[config.mk]
export PLATFORM = sky130hd
export DESIGN_NAME = etpwm_top
export DESIGN_NICKNAME = d
export VERILOG_FILES = /design/src/verilog/etpwm_pkg.sv /design/src/verilog/etpwm_prescaler.sv /design/src/verilog/etpwm_top.sv
export VERILOG_INCLUDE_DIRS = /design/src /design/src/verilog
export SDC_FILE = /design/constraint.sdc
export NUM_CORES = 1
export LEC_CHECK = 0
export BUFFER_PORTS_ARGS = -buffer_cell sky130_fd_sc_hd__buf_2
export CAP_MARGIN = 20
export CORE_MARGIN = 2
export CORE_UTILIZATION = 40
export CTS_BUF_LIST = sky130_fd_sc_hd__clkbuf_4 sky130_fd_sc_hd__clkbuf_8 sky130_fd_sc_hd__clkbuf_16
export DETAILED_ROUTE_END_ITERATION = 10
export SLEW_MARGIN = 0
export SYNTH_ARGS = -nofsm -noshare
export SYNTH_HDL_FRONTEND = slang
export SYNTH_SLANG_ARGS = --single-unit
export TNS_END_PERCENT = 100
[constraint.sdc]
create_clock -name clk_i -period 3.66 [get_ports clk_i]
set_input_delay 0.549 -clock clk_i [delete_from_list [all_inputs] [get_ports clk_i]]
set_output_delay 0.549 -clock clk_i [all_outputs]
set_load 0.1 [all_outputs]
[src/verilog/etpwm_map.svh]
`ifndef ETPWM_MAP_SVH
`define ETPWM_MAP_SVH

// register byte addresses
`define ETPWM_ADDR_CTRL_A 8'h24
`define ETPWM_ADDR_CTRL_B 8'h25
`define ETPWM_ADDR_COUNT 8'h26
`define ETPWM_ADDR_CMP_A 8'h27
`define ETPWM_ADDR_CMP_B 8'h28
`define ETPWM_ADDR_FLAGS 8'h29
`define ETPWM_ADDR_PIN 8'h2a

// reset values
`define ETPWM_RST_BYTE 8'h00

// clock and mode control fields
`define ETPWM_CB_CS_MSB 2
`define ETPWM_CB_CS_LSB 0
`define ETPWM_CB_MODE_HI 3
`define ETPWM_CB_WMASK 8'h0f

// flag register fields
`define ETPWM_FL_OVF 0
`define ETPWM_FL_CMP_A 1
`define ETPWM_FL_CMP_B 2

// pin control fields
`define ETPWM_PIN_DIR_A 0
`define ETPWM_PIN_DIR_B 1
`define ETPWM_PIN_OC_A 2
`define ETPWM_PIN_OC_B 3
`define ETPWM_PIN_DAT_A 4
`define ETPWM_PIN_DAT_B 5
`define ETPWM_PIN_WMASK 8'h33

// counter limits
`define ETPWM_BOTTOM 8'h00
`define ETPWM_MAX 8'hff
`define ETPWM_ONE 8'h01

// waveform mode codes
`define ETPWM_WGM_PC_FIX 3'h1
`define ETPWM_WGM_FAST_FIX 3'h3
`define ETPWM_WGM_PC_VAR 3'h5
`define ETPWM_WGM_FAST_VAR 3'h7

// output action codes
`define ETPWM_ACT_OFF 2'h0
`define ETPWM_ACT_TOGGLE 2'h1
`define ETPWM_ACT_NONINV 2'h2
`define ETPWM_ACT_INV 2'h3

// prescaler clock selects and divide masks
`define ETPWM_CS_DIV1 3'h1
`define ETPWM_CS_DIV8 3'h2
`define ETPWM_CS_DIV64 3'h3
`define ETPWM_CS_DIV256 3'h4
`define ETPWM_CS_DIV1024 3'h5
`define ETPWM_MASK_DIV1 10'h000
`define ETPWM_MASK_DIV8 10'h007
`define ETPWM_MASK_DIV64 10'h03f
`define ETPWM_MASK_DIV256 10'h0ff
`define ETPWM_MASK_DIV1024 10'h3ff

`endif

[src/verilog/etpwm_pkg.sv]
`default_nettype none
package etpwm_pkg;

    // output and mode control layout
    typedef struct packed {
        logic [1:0] output_action_a;
        logic [1:0] output_action_b;
        logic [1:0] reserved;
        logic waveform_mode_bit1;
        logic waveform_mode_bit0;
    } etpwm_ctrl_a_t;

    // counting direction
    typedef enum logic [1:0] {
        ETPWM_DIR_UP = 2'b01,
        ETPWM_DIR_DOWN = 2'b10
    } etpwm_dir_t;

    // one pin: driven level and enable
    typedef struct packed {
        logic value;
        logic oe;
    } etpwm_pin_t;

endpackage

`default_nettype wire

[src/verilog/etpwm_prescaler.sv]
`timescale 1ns/10ps
`default_nettype none
`include "etpwm_map.svh"

module etpwm_prescaler (
    // clock and reset
    input wire logic clk_i,
    input wire logic rst_i,
    // clock select
    input wire logic [2:0] clock_select_i,
    // prescaled timer tick
    output logic timer_tick_o
);

    logic [9:0] div_cnt_reg;
    logic [9:0] mask;
    logic run;

    // divide mask per clock select, other codes stop the timer
    always_comb begin
        run = 1'b1;
        mask = `ETPWM_MASK_DIV1;
        unique case (clock_select_i)
            `ETPWM_CS_DIV1: mask = `ETPWM_MASK_DIV1;
            `ETPWM_CS_DIV8: mask = `ETPWM_MASK_DIV8;
            `ETPWM_CS_DIV64: mask = `ETPWM_MASK_DIV64;
            `ETPWM_CS_DIV256: mask = `ETPWM_MASK_DIV256;
            `ETPWM_CS_DIV1024: mask = `ETPWM_MASK_DIV1024;
            default: run = 1'b0;
        endcase
    end

    // free running divider
    always_ff @(posedge clk_i) begin
        if (rst_i) begin
            div_cnt_reg <= 10'h000;
        end else begin
            div_cnt_reg <= div_cnt_reg + 10'h001;
        end
    end

    // tick once every divide factor cycles
    assign timer_tick_o = run && ((div_cnt_reg & mask) == mask);

endmodule

`default_nettype wire

[src/verilog/etpwm_top.sv]
// How it works
// - modes 3 and 7 run single slope
// - fast top: 0xff, or compare a
// - non-inverting clears on match, sets at wrap
// - action two non-inverted, three inverted
// - count up to top, then bottom
// - fast overflow flag set at top
// - action one toggles a, only high bit
// - pin shows output only when direction out
// - fast period 256 ticks at 0xff
// - bottom gives spike, max gives constant
// - compare double buffered, toggle gives 50%
// - modes 1 and 5 run dual slope
// - phase top: 0xff, or compare a
// - up match clears, down match sets
// - reverse at top, top held one tick
// - phase overflow flag set at bottom
// - phase period 510 ticks at 0xff
// - bottom continuously low, max continuously high
// - forced transition keeps symmetry about bottom
// - synchronous, counts only on timer tick
// - control a layout, reserved zero, reset 0
// - mode high bit in control b
// - action zero disconnects, no match action
`timescale 1ns/10ps
`default_nettype none
`include "etpwm_map.svh"

module etpwm_top (
    // clock and reset
    input wire logic clk_i,
    input wire logic rst_i,
    // register port
    input wire logic [7:0] addr_i,
    input wire logic [7:0] wdata_i,
    input wire logic we_i,
    input wire logic re_i,
    output logic [7:0] rdata_o,
    // compare output pins
    output var etpwm_pkg::etpwm_pin_t pin_a_o,
    output var etpwm_pkg::etpwm_pin_t pin_b_o
);

    // software registers
    etpwm_pkg::etpwm_ctrl_a_t timer_output_and_mode_control_reg;
    logic [7:0] timer_clock_and_mode_control_reg;
    logic [7:0] compare_value_a_buf_reg;
    logic [7:0] compare_value_b_buf_reg;
    logic [7:0] pin_ctrl_reg;
    logic [2:0] flags_reg;
    logic [7:0] rdata_reg;

    // timer state
    logic [7:0] count_value_reg;
    logic [7:0] count_value_next;
    etpwm_pkg::etpwm_dir_t dir_reg;
    etpwm_pkg::etpwm_dir_t dir_next;
    logic [7:0] compare_value_a_reg;
    logic [7:0] compare_value_b_reg;
    logic block_reg;
    logic compare_output_a_reg;
    logic compare_output_a_next;
    logic compare_output_b_reg;
    logic compare_output_b_next;
    etpwm_pkg::etpwm_pin_t pin_a_reg;
    etpwm_pkg::etpwm_pin_t pin_b_reg;

    // decoded controls
    logic timer_tick;
    logic [2:0] waveform_mode_select;
    logic waveform_mode_high_bit;
    logic [1:0] output_action_a;
    logic [1:0] output_action_b;
    logic is_fast;
    logic is_phase;
    logic [7:0] top;
    logic at_top;
    logic at_bottom;
    logic reach_top;
    logic wrap;
    logic overflow_evt;
    logic match_a;
    logic match_b;
    logic reload;
    logic connect_a;
    logic connect_b;
    logic [2:0] flag_clear;

    // write strobe hitting one register
    function automatic logic wr_hit(input logic we, input logic [7:0] addr, input logic [7:0] target);
        wr_hit = we && (addr == target);
    endfunction

    // next compare output level for one channel
    function automatic logic next_level(
        input logic cur,
        input logic [1:0] act,
        input logic toggle_ok,
        input logic fast,
        input logic phase,
        input logic up,
        input logic match,
        input logic cmp_is_top,
        input logic wrapped,
        input logic bottom,
        input logic cmp_zero
    );
        logic inv;
        inv = (act == `ETPWM_ACT_INV);
        next_level = cur;
        if (act == `ETPWM_ACT_TOGGLE) begin
            if (toggle_ok && match && (fast || phase)) begin
                next_level = ~cur;
            end
        end else if (act[1] && fast) begin
            if (wrapped) begin
                next_level = ~inv;
            end else if (match && !cmp_is_top) begin
                next_level = inv;
            end
        end else if (act[1] && phase) begin
            if (bottom) begin
                next_level = cmp_zero ? inv : ~inv;
            end else if (match && !cmp_is_top) begin
                next_level = up ? inv : ~inv;
            end
        end
    endfunction

    // prescaled timer tick
    etpwm_prescaler u_prescaler (
        .clk_i(clk_i),
        .rst_i(rst_i),
        .clock_select_i(timer_clock_and_mode_control_reg[`ETPWM_CB_CS_MSB:`ETPWM_CB_CS_LSB]),
        .timer_tick_o(timer_tick)
    );

    // mode decode
    always_comb begin
        output_action_a = timer_output_and_mode_control_reg.output_action_a;
        output_action_b = timer_output_and_mode_control_reg.output_action_b;
        waveform_mode_high_bit = timer_clock_and_mode_control_reg[`ETPWM_CB_MODE_HI];
        waveform_mode_select = {waveform_mode_high_bit,
                                timer_output_and_mode_control_reg.waveform_mode_bit1,
                                timer_output_and_mode_control_reg.waveform_mode_bit0};
        is_fast = (waveform_mode_select == `ETPWM_WGM_FAST_FIX) || (waveform_mode_select == `ETPWM_WGM_FAST_VAR);
        is_phase = (waveform_mode_select == `ETPWM_WGM_PC_FIX) || (waveform_mode_select == `ETPWM_WGM_PC_VAR);
        top = (waveform_mode_high_bit && (is_fast || is_phase)) ? compare_value_a_reg : `ETPWM_MAX;
    end

    // counter sequencing
    always_comb begin
        at_top = (count_value_reg == top);
        at_bottom = (count_value_reg == `ETPWM_BOTTOM);
        count_value_next = count_value_reg + `ETPWM_ONE;
        dir_next = dir_reg;
        wrap = 1'b0;
        reach_top = 1'b0;
        overflow_evt = 1'b0;
        if (is_fast) begin
            wrap = at_top;
            reach_top = at_top;
            if (at_top) begin
                count_value_next = `ETPWM_BOTTOM;
            end
            overflow_evt = at_top;
        end else if (is_phase) begin
            if (dir_reg == etpwm_pkg::ETPWM_DIR_UP) begin
                reach_top = (count_value_reg >= top);
                if (reach_top) begin
                    dir_next = etpwm_pkg::ETPWM_DIR_DOWN;
                    count_value_next = (top == `ETPWM_BOTTOM) ? `ETPWM_BOTTOM : count_value_reg - `ETPWM_ONE;
                end
            end else begin
                if (at_bottom) begin
                    dir_next = etpwm_pkg::ETPWM_DIR_UP;
                    count_value_next = (top == `ETPWM_BOTTOM) ? `ETPWM_BOTTOM : `ETPWM_ONE;
                end else begin
                    count_value_next = count_value_reg - `ETPWM_ONE;
                end
            end
            overflow_evt = at_bottom && (dir_reg == etpwm_pkg::ETPWM_DIR_DOWN);
        end else begin
            dir_next = etpwm_pkg::ETPWM_DIR_UP;
            overflow_evt = (count_value_reg == `ETPWM_MAX);
        end
    end

    // compare matches and output levels
    always_comb begin
        match_a = (count_value_reg == compare_value_a_reg) && !block_reg;
        match_b = (count_value_reg == compare_value_b_reg) && !block_reg;
        reload = !(is_fast || is_phase) || (timer_tick && reach_top);
        compare_output_a_next = next_level(compare_output_a_reg, output_action_a, waveform_mode_high_bit,
                                           is_fast, is_phase, dir_reg == etpwm_pkg::ETPWM_DIR_UP, match_a,
                                           compare_value_a_reg == top, wrap, is_phase && at_bottom,
                                           compare_value_a_reg == `ETPWM_BOTTOM);
        compare_output_b_next = next_level(compare_output_b_reg, output_action_b, 1'b0,
                                           is_fast, is_phase, dir_reg == etpwm_pkg::ETPWM_DIR_UP, match_b,
                                           compare_value_b_reg == top, wrap, is_phase && at_bottom,
                                           compare_value_b_reg == `ETPWM_BOTTOM);
        // pin override only for a live action
        connect_a = output_action_a[1] || (output_action_a == `ETPWM_ACT_TOGGLE &&
                    (waveform_mode_high_bit || !(is_fast || is_phase)));
        connect_b = output_action_b[1] || (output_action_b == `ETPWM_ACT_TOGGLE && !(is_fast || is_phase));
        flag_clear = wr_hit(we_i, addr_i, `ETPWM_ADDR_FLAGS) ? wdata_i[2:0] : 3'h0;
    end

    // control registers
    always_ff @(posedge clk_i) begin
        if (rst_i) begin
            timer_output_and_mode_control_reg <= `ETPWM_RST_BYTE;
            timer_clock_and_mode_control_reg <= `ETPWM_RST_BYTE;
            pin_ctrl_reg <= `ETPWM_RST_BYTE;
        end else begin
            if (wr_hit(we_i, addr_i, `ETPWM_ADDR_CTRL_A)) begin
                timer_output_and_mode_control_reg <= {wdata_i[7:4], 2'h0, wdata_i[1:0]};
            end
            if (wr_hit(we_i, addr_i, `ETPWM_ADDR_CTRL_B)) begin
                timer_clock_and_mode_control_reg <= wdata_i & `ETPWM_CB_WMASK;
            end
            if (wr_hit(we_i, addr_i, `ETPWM_ADDR_PIN)) begin
                pin_ctrl_reg <= wdata_i & `ETPWM_PIN_WMASK;
            end
        end
    end

    // compare buffers written by software
    always_ff @(posedge clk_i) begin
        if (rst_i) begin
            compare_value_a_buf_reg <= `ETPWM_RST_BYTE;
            compare_value_b_buf_reg <= `ETPWM_RST_BYTE;
        end else begin
            if (wr_hit(we_i, addr_i, `ETPWM_ADDR_CMP_A)) begin
                compare_value_a_buf_reg <= wdata_i;
            end
            if (wr_hit(we_i, addr_i, `ETPWM_ADDR_CMP_B)) begin
                compare_value_b_buf_reg <= wdata_i;
            end
        end
    end

    // active compare values, double buffered in pwm modes
    always_ff @(posedge clk_i) begin
        if (rst_i) begin
            compare_value_a_reg <= `ETPWM_RST_BYTE;
            compare_value_b_reg <= `ETPWM_RST_BYTE;
        end else if (reload) begin
            compare_value_a_reg <= compare_value_a_buf_reg;
            compare_value_b_reg <= compare_value_b_buf_reg;
        end
    end

    // counter and direction
    always_ff @(posedge clk_i) begin
        if (rst_i) begin
            count_value_reg <= `ETPWM_RST_BYTE;
            dir_reg <= etpwm_pkg::ETPWM_DIR_UP;
            block_reg <= 1'b0;
        end else if (wr_hit(we_i, addr_i, `ETPWM_ADDR_COUNT)) begin
            // a count write masks matches for one tick
            count_value_reg <= wdata_i;
            block_reg <= 1'b1;
        end else if (timer_tick) begin
            count_value_reg <= count_value_next;
            dir_reg <= dir_next;
            block_reg <= 1'b0;
        end
    end

    // compare output registers
    always_ff @(posedge clk_i) begin
        if (rst_i) begin
            compare_output_a_reg <= 1'b0;
            compare_output_b_reg <= 1'b0;
        end else if (timer_tick) begin
            compare_output_a_reg <= compare_output_a_next;
            compare_output_b_reg <= compare_output_b_next;
        end
    end

    // sticky flags, write one to clear, hardware set wins
    always_ff @(posedge clk_i) begin
        if (rst_i) begin
            flags_reg <= 3'h0;
        end else begin
            flags_reg[`ETPWM_FL_OVF] <= (flags_reg[`ETPWM_FL_OVF] && !flag_clear[`ETPWM_FL_OVF]) ||
                                        (timer_tick && overflow_evt);
            flags_reg[`ETPWM_FL_CMP_A] <= (flags_reg[`ETPWM_FL_CMP_A] && !flag_clear[`ETPWM_FL_CMP_A]) ||
                                          (timer_tick && match_a);
            flags_reg[`ETPWM_FL_CMP_B] <= (flags_reg[`ETPWM_FL_CMP_B] && !flag_clear[`ETPWM_FL_CMP_B]) ||
                                          (timer_tick && match_b);
        end
    end

    // pin drivers
    always_ff @(posedge clk_i) begin
        if (rst_i) begin
            pin_a_reg <= 2'h0;
            pin_b_reg <= 2'h0;
        end else begin
            pin_a_reg.oe <= pin_ctrl_reg[`ETPWM_PIN_DIR_A];
            pin_a_reg.value <= connect_a ? compare_output_a_reg : pin_ctrl_reg[`ETPWM_PIN_DAT_A];
            pin_b_reg.oe <= pin_ctrl_reg[`ETPWM_PIN_DIR_B];
            pin_b_reg.value <= connect_b ? compare_output_b_reg : pin_ctrl_reg[`ETPWM_PIN_DAT_B];
        end
    end

    // read data, one cycle after the strobe
    always_ff @(posedge clk_i) begin
        if (rst_i) begin
            rdata_reg <= `ETPWM_RST_BYTE;
        end else if (re_i) begin
            unique case (addr_i)
                `ETPWM_ADDR_CTRL_A: rdata_reg <= timer_output_and_mode_control_reg;
                `ETPWM_ADDR_CTRL_B: rdata_reg <= timer_clock_and_mode_control_reg;
                `ETPWM_ADDR_COUNT: rdata_reg <= count_value_reg;
                `ETPWM_ADDR_CMP_A: rdata_reg <= compare_value_a_buf_reg;
                `ETPWM_ADDR_CMP_B: rdata_reg <= compare_value_b_buf_reg;
                `ETPWM_ADDR_FLAGS: rdata_reg <= {5'h00, flags_reg};
                `ETPWM_ADDR_PIN: rdata_reg <= pin_ctrl_reg | {4'h0, compare_output_b_reg, compare_output_a_reg, 2'h0};
                default: rdata_reg <= `ETPWM_RST_BYTE;
            endcase
        end else begin
            rdata_reg <= `ETPWM_RST_BYTE;
        end
    end

    assign rdata_o = rdata_reg;
    assign pin_a_o = pin_a_reg;
    assign pin_b_o = pin_b_reg;

endmodule

`default_nettype wire

==> flow_summary_export.csv <==
group,metric,value,unit
outcome,run_status,"complete, no violations",
min_path,hold_depth,1,
logic_synthesis,synthFlopType,"dfxtp_1",
sta,tightest_slew,0.7209,ns
logic_synthesis,ys_seq_elements,84,
clocking,tritoncts_num_sinks,84,
critical_path,worst_setup_sp_type,"register",
sta,post-route-period-util,0.9122,
sta,setup_viol,0,
clocking,cts-resized-gates,0,
critical_path,worst-r2r-setup-slack,0.32,ns
drt,vias_per_cell,6.074,
global_route,track_usage,0.2382,
floorplanning,floorplan_row_count,40,
layout,antennaDiodeCount,0,
clocking,clockRootBuffer,"clkbuf_16",
logic_synthesis,syn_area,0.004925,mm2
sta,sum_neg_setup_slack,0,ns
logic_synthesis,synth_most_common_cell,"dfxtp_1",
run,drv_cap,0,
drt,drtPass1Iterations,5,
drt,drt_iter0_markers,569,
logic_synthesis,syn-mean-instance-area,7.956,um2
floorplanning,floorplan.io_pins,32,
clocking,number_of_buffers_added_by_the_clock_tree_synthesis_step,9,
global_route,grt_pass1_wl,24.27,mm
drt,route.detailed.wl_per_inst,19.75,um
sta,finalWorstPathRequiredPeriod,3.339,ns
critical_path,cpLargestDelayFamily,"simple AND/OR/NAND/NOR gates",
floorplanning,design.die.area,0.01322,mm2
sta,timing_max_transition_violations_final,0,
logic_synthesis,postSynth.asyncResetShare,0,
drt,antenna_left,0,
logic_synthesis,synth_warnings,0,
critical_path,worst-path-buf-inv,0,
logic_synthesis,yosysTopAreaCellShare,0.3415,
clocking,post-cts-setup-buffers,0,
sta,fin_worst_skew,0.009116,ns
layout,layout.filler_cells,1196,
sta,max_freq,299.5,MHz
critical_path,timing.reg2reg.worst_path_depth,9,
clocking,cts_hold_buf,0,
global_route,grt_antenna_before_repair,0,
global_route,via_count_of_the_first_global_routing_pass,4432,
power_and_ir_drop,share_comb_of_total_power,0.037,
power_and_ir_drop,worst_ir_drop_vdd,0.3399,mV
power_and_ir_drop,p_seq_frac,0.477,
clocking,tritoncts,"done",
global_route,grt_start_max_net_pins,51,
floorplanning,die_w,115.0,um
logic_synthesis,edff_count_synth,0,
logic_synthesis,synth_cell_types,67,
critical_path,critical-path-max-stage-delay,0.57,ns
logic_synthesis,synthCells,619,
global_route,globalRoute.totalOverflow,0,
critical_path,worst_r2r_endpoint,"count_value_reg[1]",
drt,via_count,4738,
min_path,min_to,"u_prescaler.div_cnt_reg[0]",
floorplanning,initial_utilization,0.4100,
critical_path,cpMaxStageDelayCell,"dfxtp_1",
critical_path,end_kind,"register",
floorplanning,floorplan.core_area,0.01201,mm2
min_path,holdCritStartpoint,"u_prescaler.div_cnt_reg[0]",
critical_path,cp_data_required_time,3.88,ns
floorplanning,die_height,115.0,um
clocking,clock_path_buffers,2,
drt,detail_route.wirelength,15.40,mm
power_and_ir_drop,clock_power_share,0.486,
clocking,cts_max_level,3,
sta,report.final.hold_viol_count,0,
critical_path,type_of_the_worst_setup_path,"reg -> reg",
place,place.detailed.hpwl,10.98,mm
critical_path,cp_cell_sequence,"nand2_1 > nor2_1 > ha_1 > nand4_1 > a21oi_1 > a211oi_1 > nor3_1 > mux2i_1 > a2111oi_0",
logic_synthesis,synth_sequential_area_ratio,0.3415,
critical_path,r2r-start,"timer_output_and_mode_control_reg[0]",
power_and_ir_drop,p_sw_frac,0.2345,
clocking,clk_pin_slew,0.07,ns
min_path,hold_class,"reg -> reg",
drt,drc,0,
clocking,clock_latency_at_the_later_pin_of_the_worst_skew_pair,0.35,ns
critical_path,cp_max_fo,16,
layout,finish.net_count,659,
logic_synthesis,synth.net_count,650,
power_and_ir_drop,switchingPower,452.9,uW
logic_synthesis,synth_top_cells_by_area,"dfxtp_1 (34%), mux2i_1 (5.9%), a21oi_1 (5.6%)",
sta,rsz0062_at_grt,"no",
logic_synthesis,synth_top_area_cell,"dfxtp_1",
logic_synthesis,yosys-top-cells-count,"dfxtp_1 (84), nand2_1 (68), nor2_1 (63)",
power_and_ir_drop,p_per_area,351.8,mW/mm2
power_and_ir_drop,power.static_leakage,0.002072,uW
power_and_ir_drop,internal_power,1478,uW
critical_path,cp.arrival,3.55,ns
layout,largest_register_ffs,10,
layout,fraction_of_layout_instances_using_a_drive_strength_above_1,0.1169,
place,gp_congestion,0.9151,
layout,utilization,0.4570,
sta,timing.max_slew.rel_slack,0.5127,
place,io_buffer_count,31,
layout,area_growth_syn_to_layout,11.46,%
worst max-delay path by stage:
stage                                               startpoint            endpoint  depth (start not counted)
final                     timer_output_and_mode_control_reg[0]  count_value_reg[1]                          9
after global routing      timer_output_and_mode_control_reg[0]  count_value_reg[1]                          9
after CTS                 timer_output_and_mode_control_reg[0]  count_value_reg[1]                          9
after detailed placement  timer_output_and_mode_control_reg[0]  count_value_reg[1]                          9
after global placement    timer_output_and_mode_control_reg[0]  count_value_reg[7]                          9
after floorplan           timer_output_and_mode_control_reg[0]  count_value_reg[5]                         11
routing by layer:
metal	track usage	wire (um)	up-vias
li1	-	-	2260
met1	0.3141	6532	2267
met2	0.3859	7263	174
met3	0.04639	1100	37
met4	0.09157	506	0
met5	0	0	-
cells by family after synthesis:
| kind of cell | count (synthesis) | synth area share |
|---|---|---|
| AOI/OAI and AO/OA | 139 | 0.1885 |
| xor gates and xnor gates | 34 | 0.06047 |
| muxes | 30 | 0.06352 |
| buffers and inverters | 55 | 0.04471 |
| adders and majority gates | 11 | 0.02795 |
| and+or+nand+nor | 266 | 0.2734 |
| DFF | 84 | 0.3415 |
placed cells by master (no fill, tap or decap), drive strengths merged, types with 8 or more instances in the layout:
cell type	n
dfxtp	84
o21ai	18
nor2	63
nor4	11
nand2	68
nand3	41
xor2	13
or4	8
nand2b	10
and3	10
a21oi	55
ha	11
mux2i	29
inv	8
nor3	16
a31oi	9
xnor2	21
a22oi	13
buf	47
clkbuf	10
nor2b	8
nand4	8
power groups by stage:
stage | clock (uW) | sequential [uW] | combinational (uW)
floorplan | 0 | 940 | 36.7
global placement | 0 | 941 | 68.8
detailed placement | 0 | 941 | 70.0
CTS | 949 | 920 | 70.4
global route | 992 | 920 | 76.4
finish | 939 | 921 | 71.6
worst reg2reg max path, cell delays in order, from the launching register on:
cell	delay, ns
dfxtp_1	0.57
nand2_1	0.42
nor2_1	0.26
ha_1	0.15
nand4_1	0.18
a21oi_1	0.32
a211oi_1	0.19
nor3_1	0.55
mux2i_1	0.14
a2111oi_0	0.43
per-stage QoR:
| stage | area (um2) | hold slack (ns) | power, uW | cells | setup WS [ns] |
|---|---|---|---|---|---|
| 4_1_cts | 5489 | 0.4747 | 1940 | 780 | 0.3344 |
| 2_1_floorplan | 4925 | 0.4175 | 977.2 | 619 | 0.7492 |
| 3_3_place_gp | 5186 | 0.4307 | 1010 | 764 | 0.5646 |
| 5_1_grt | 5489 | 0.4949 | 1989 | 780 | 0.05415 |
| 3_5_place_dp | 5186 | 0.4585 | 1011 | 764 | 0.3483 |
| 6_report | 5489 | 0.4690 | 1931 | 780 | 0.3212 |
final cells by class:
type,count,area (um2),share of cell area
clock buffers,10,232.7,0.04240
inverters,6,22.52,0.004103
multi-input cells,480,3023,0.5507
clock inverters,6,70.07,0.01276
flip-flops and latches,84,1682,0.3064
well taps,147,183.9,0.03351
repair buffers,47,275.3,0.05015
Power figures use the tool's default switching activity.
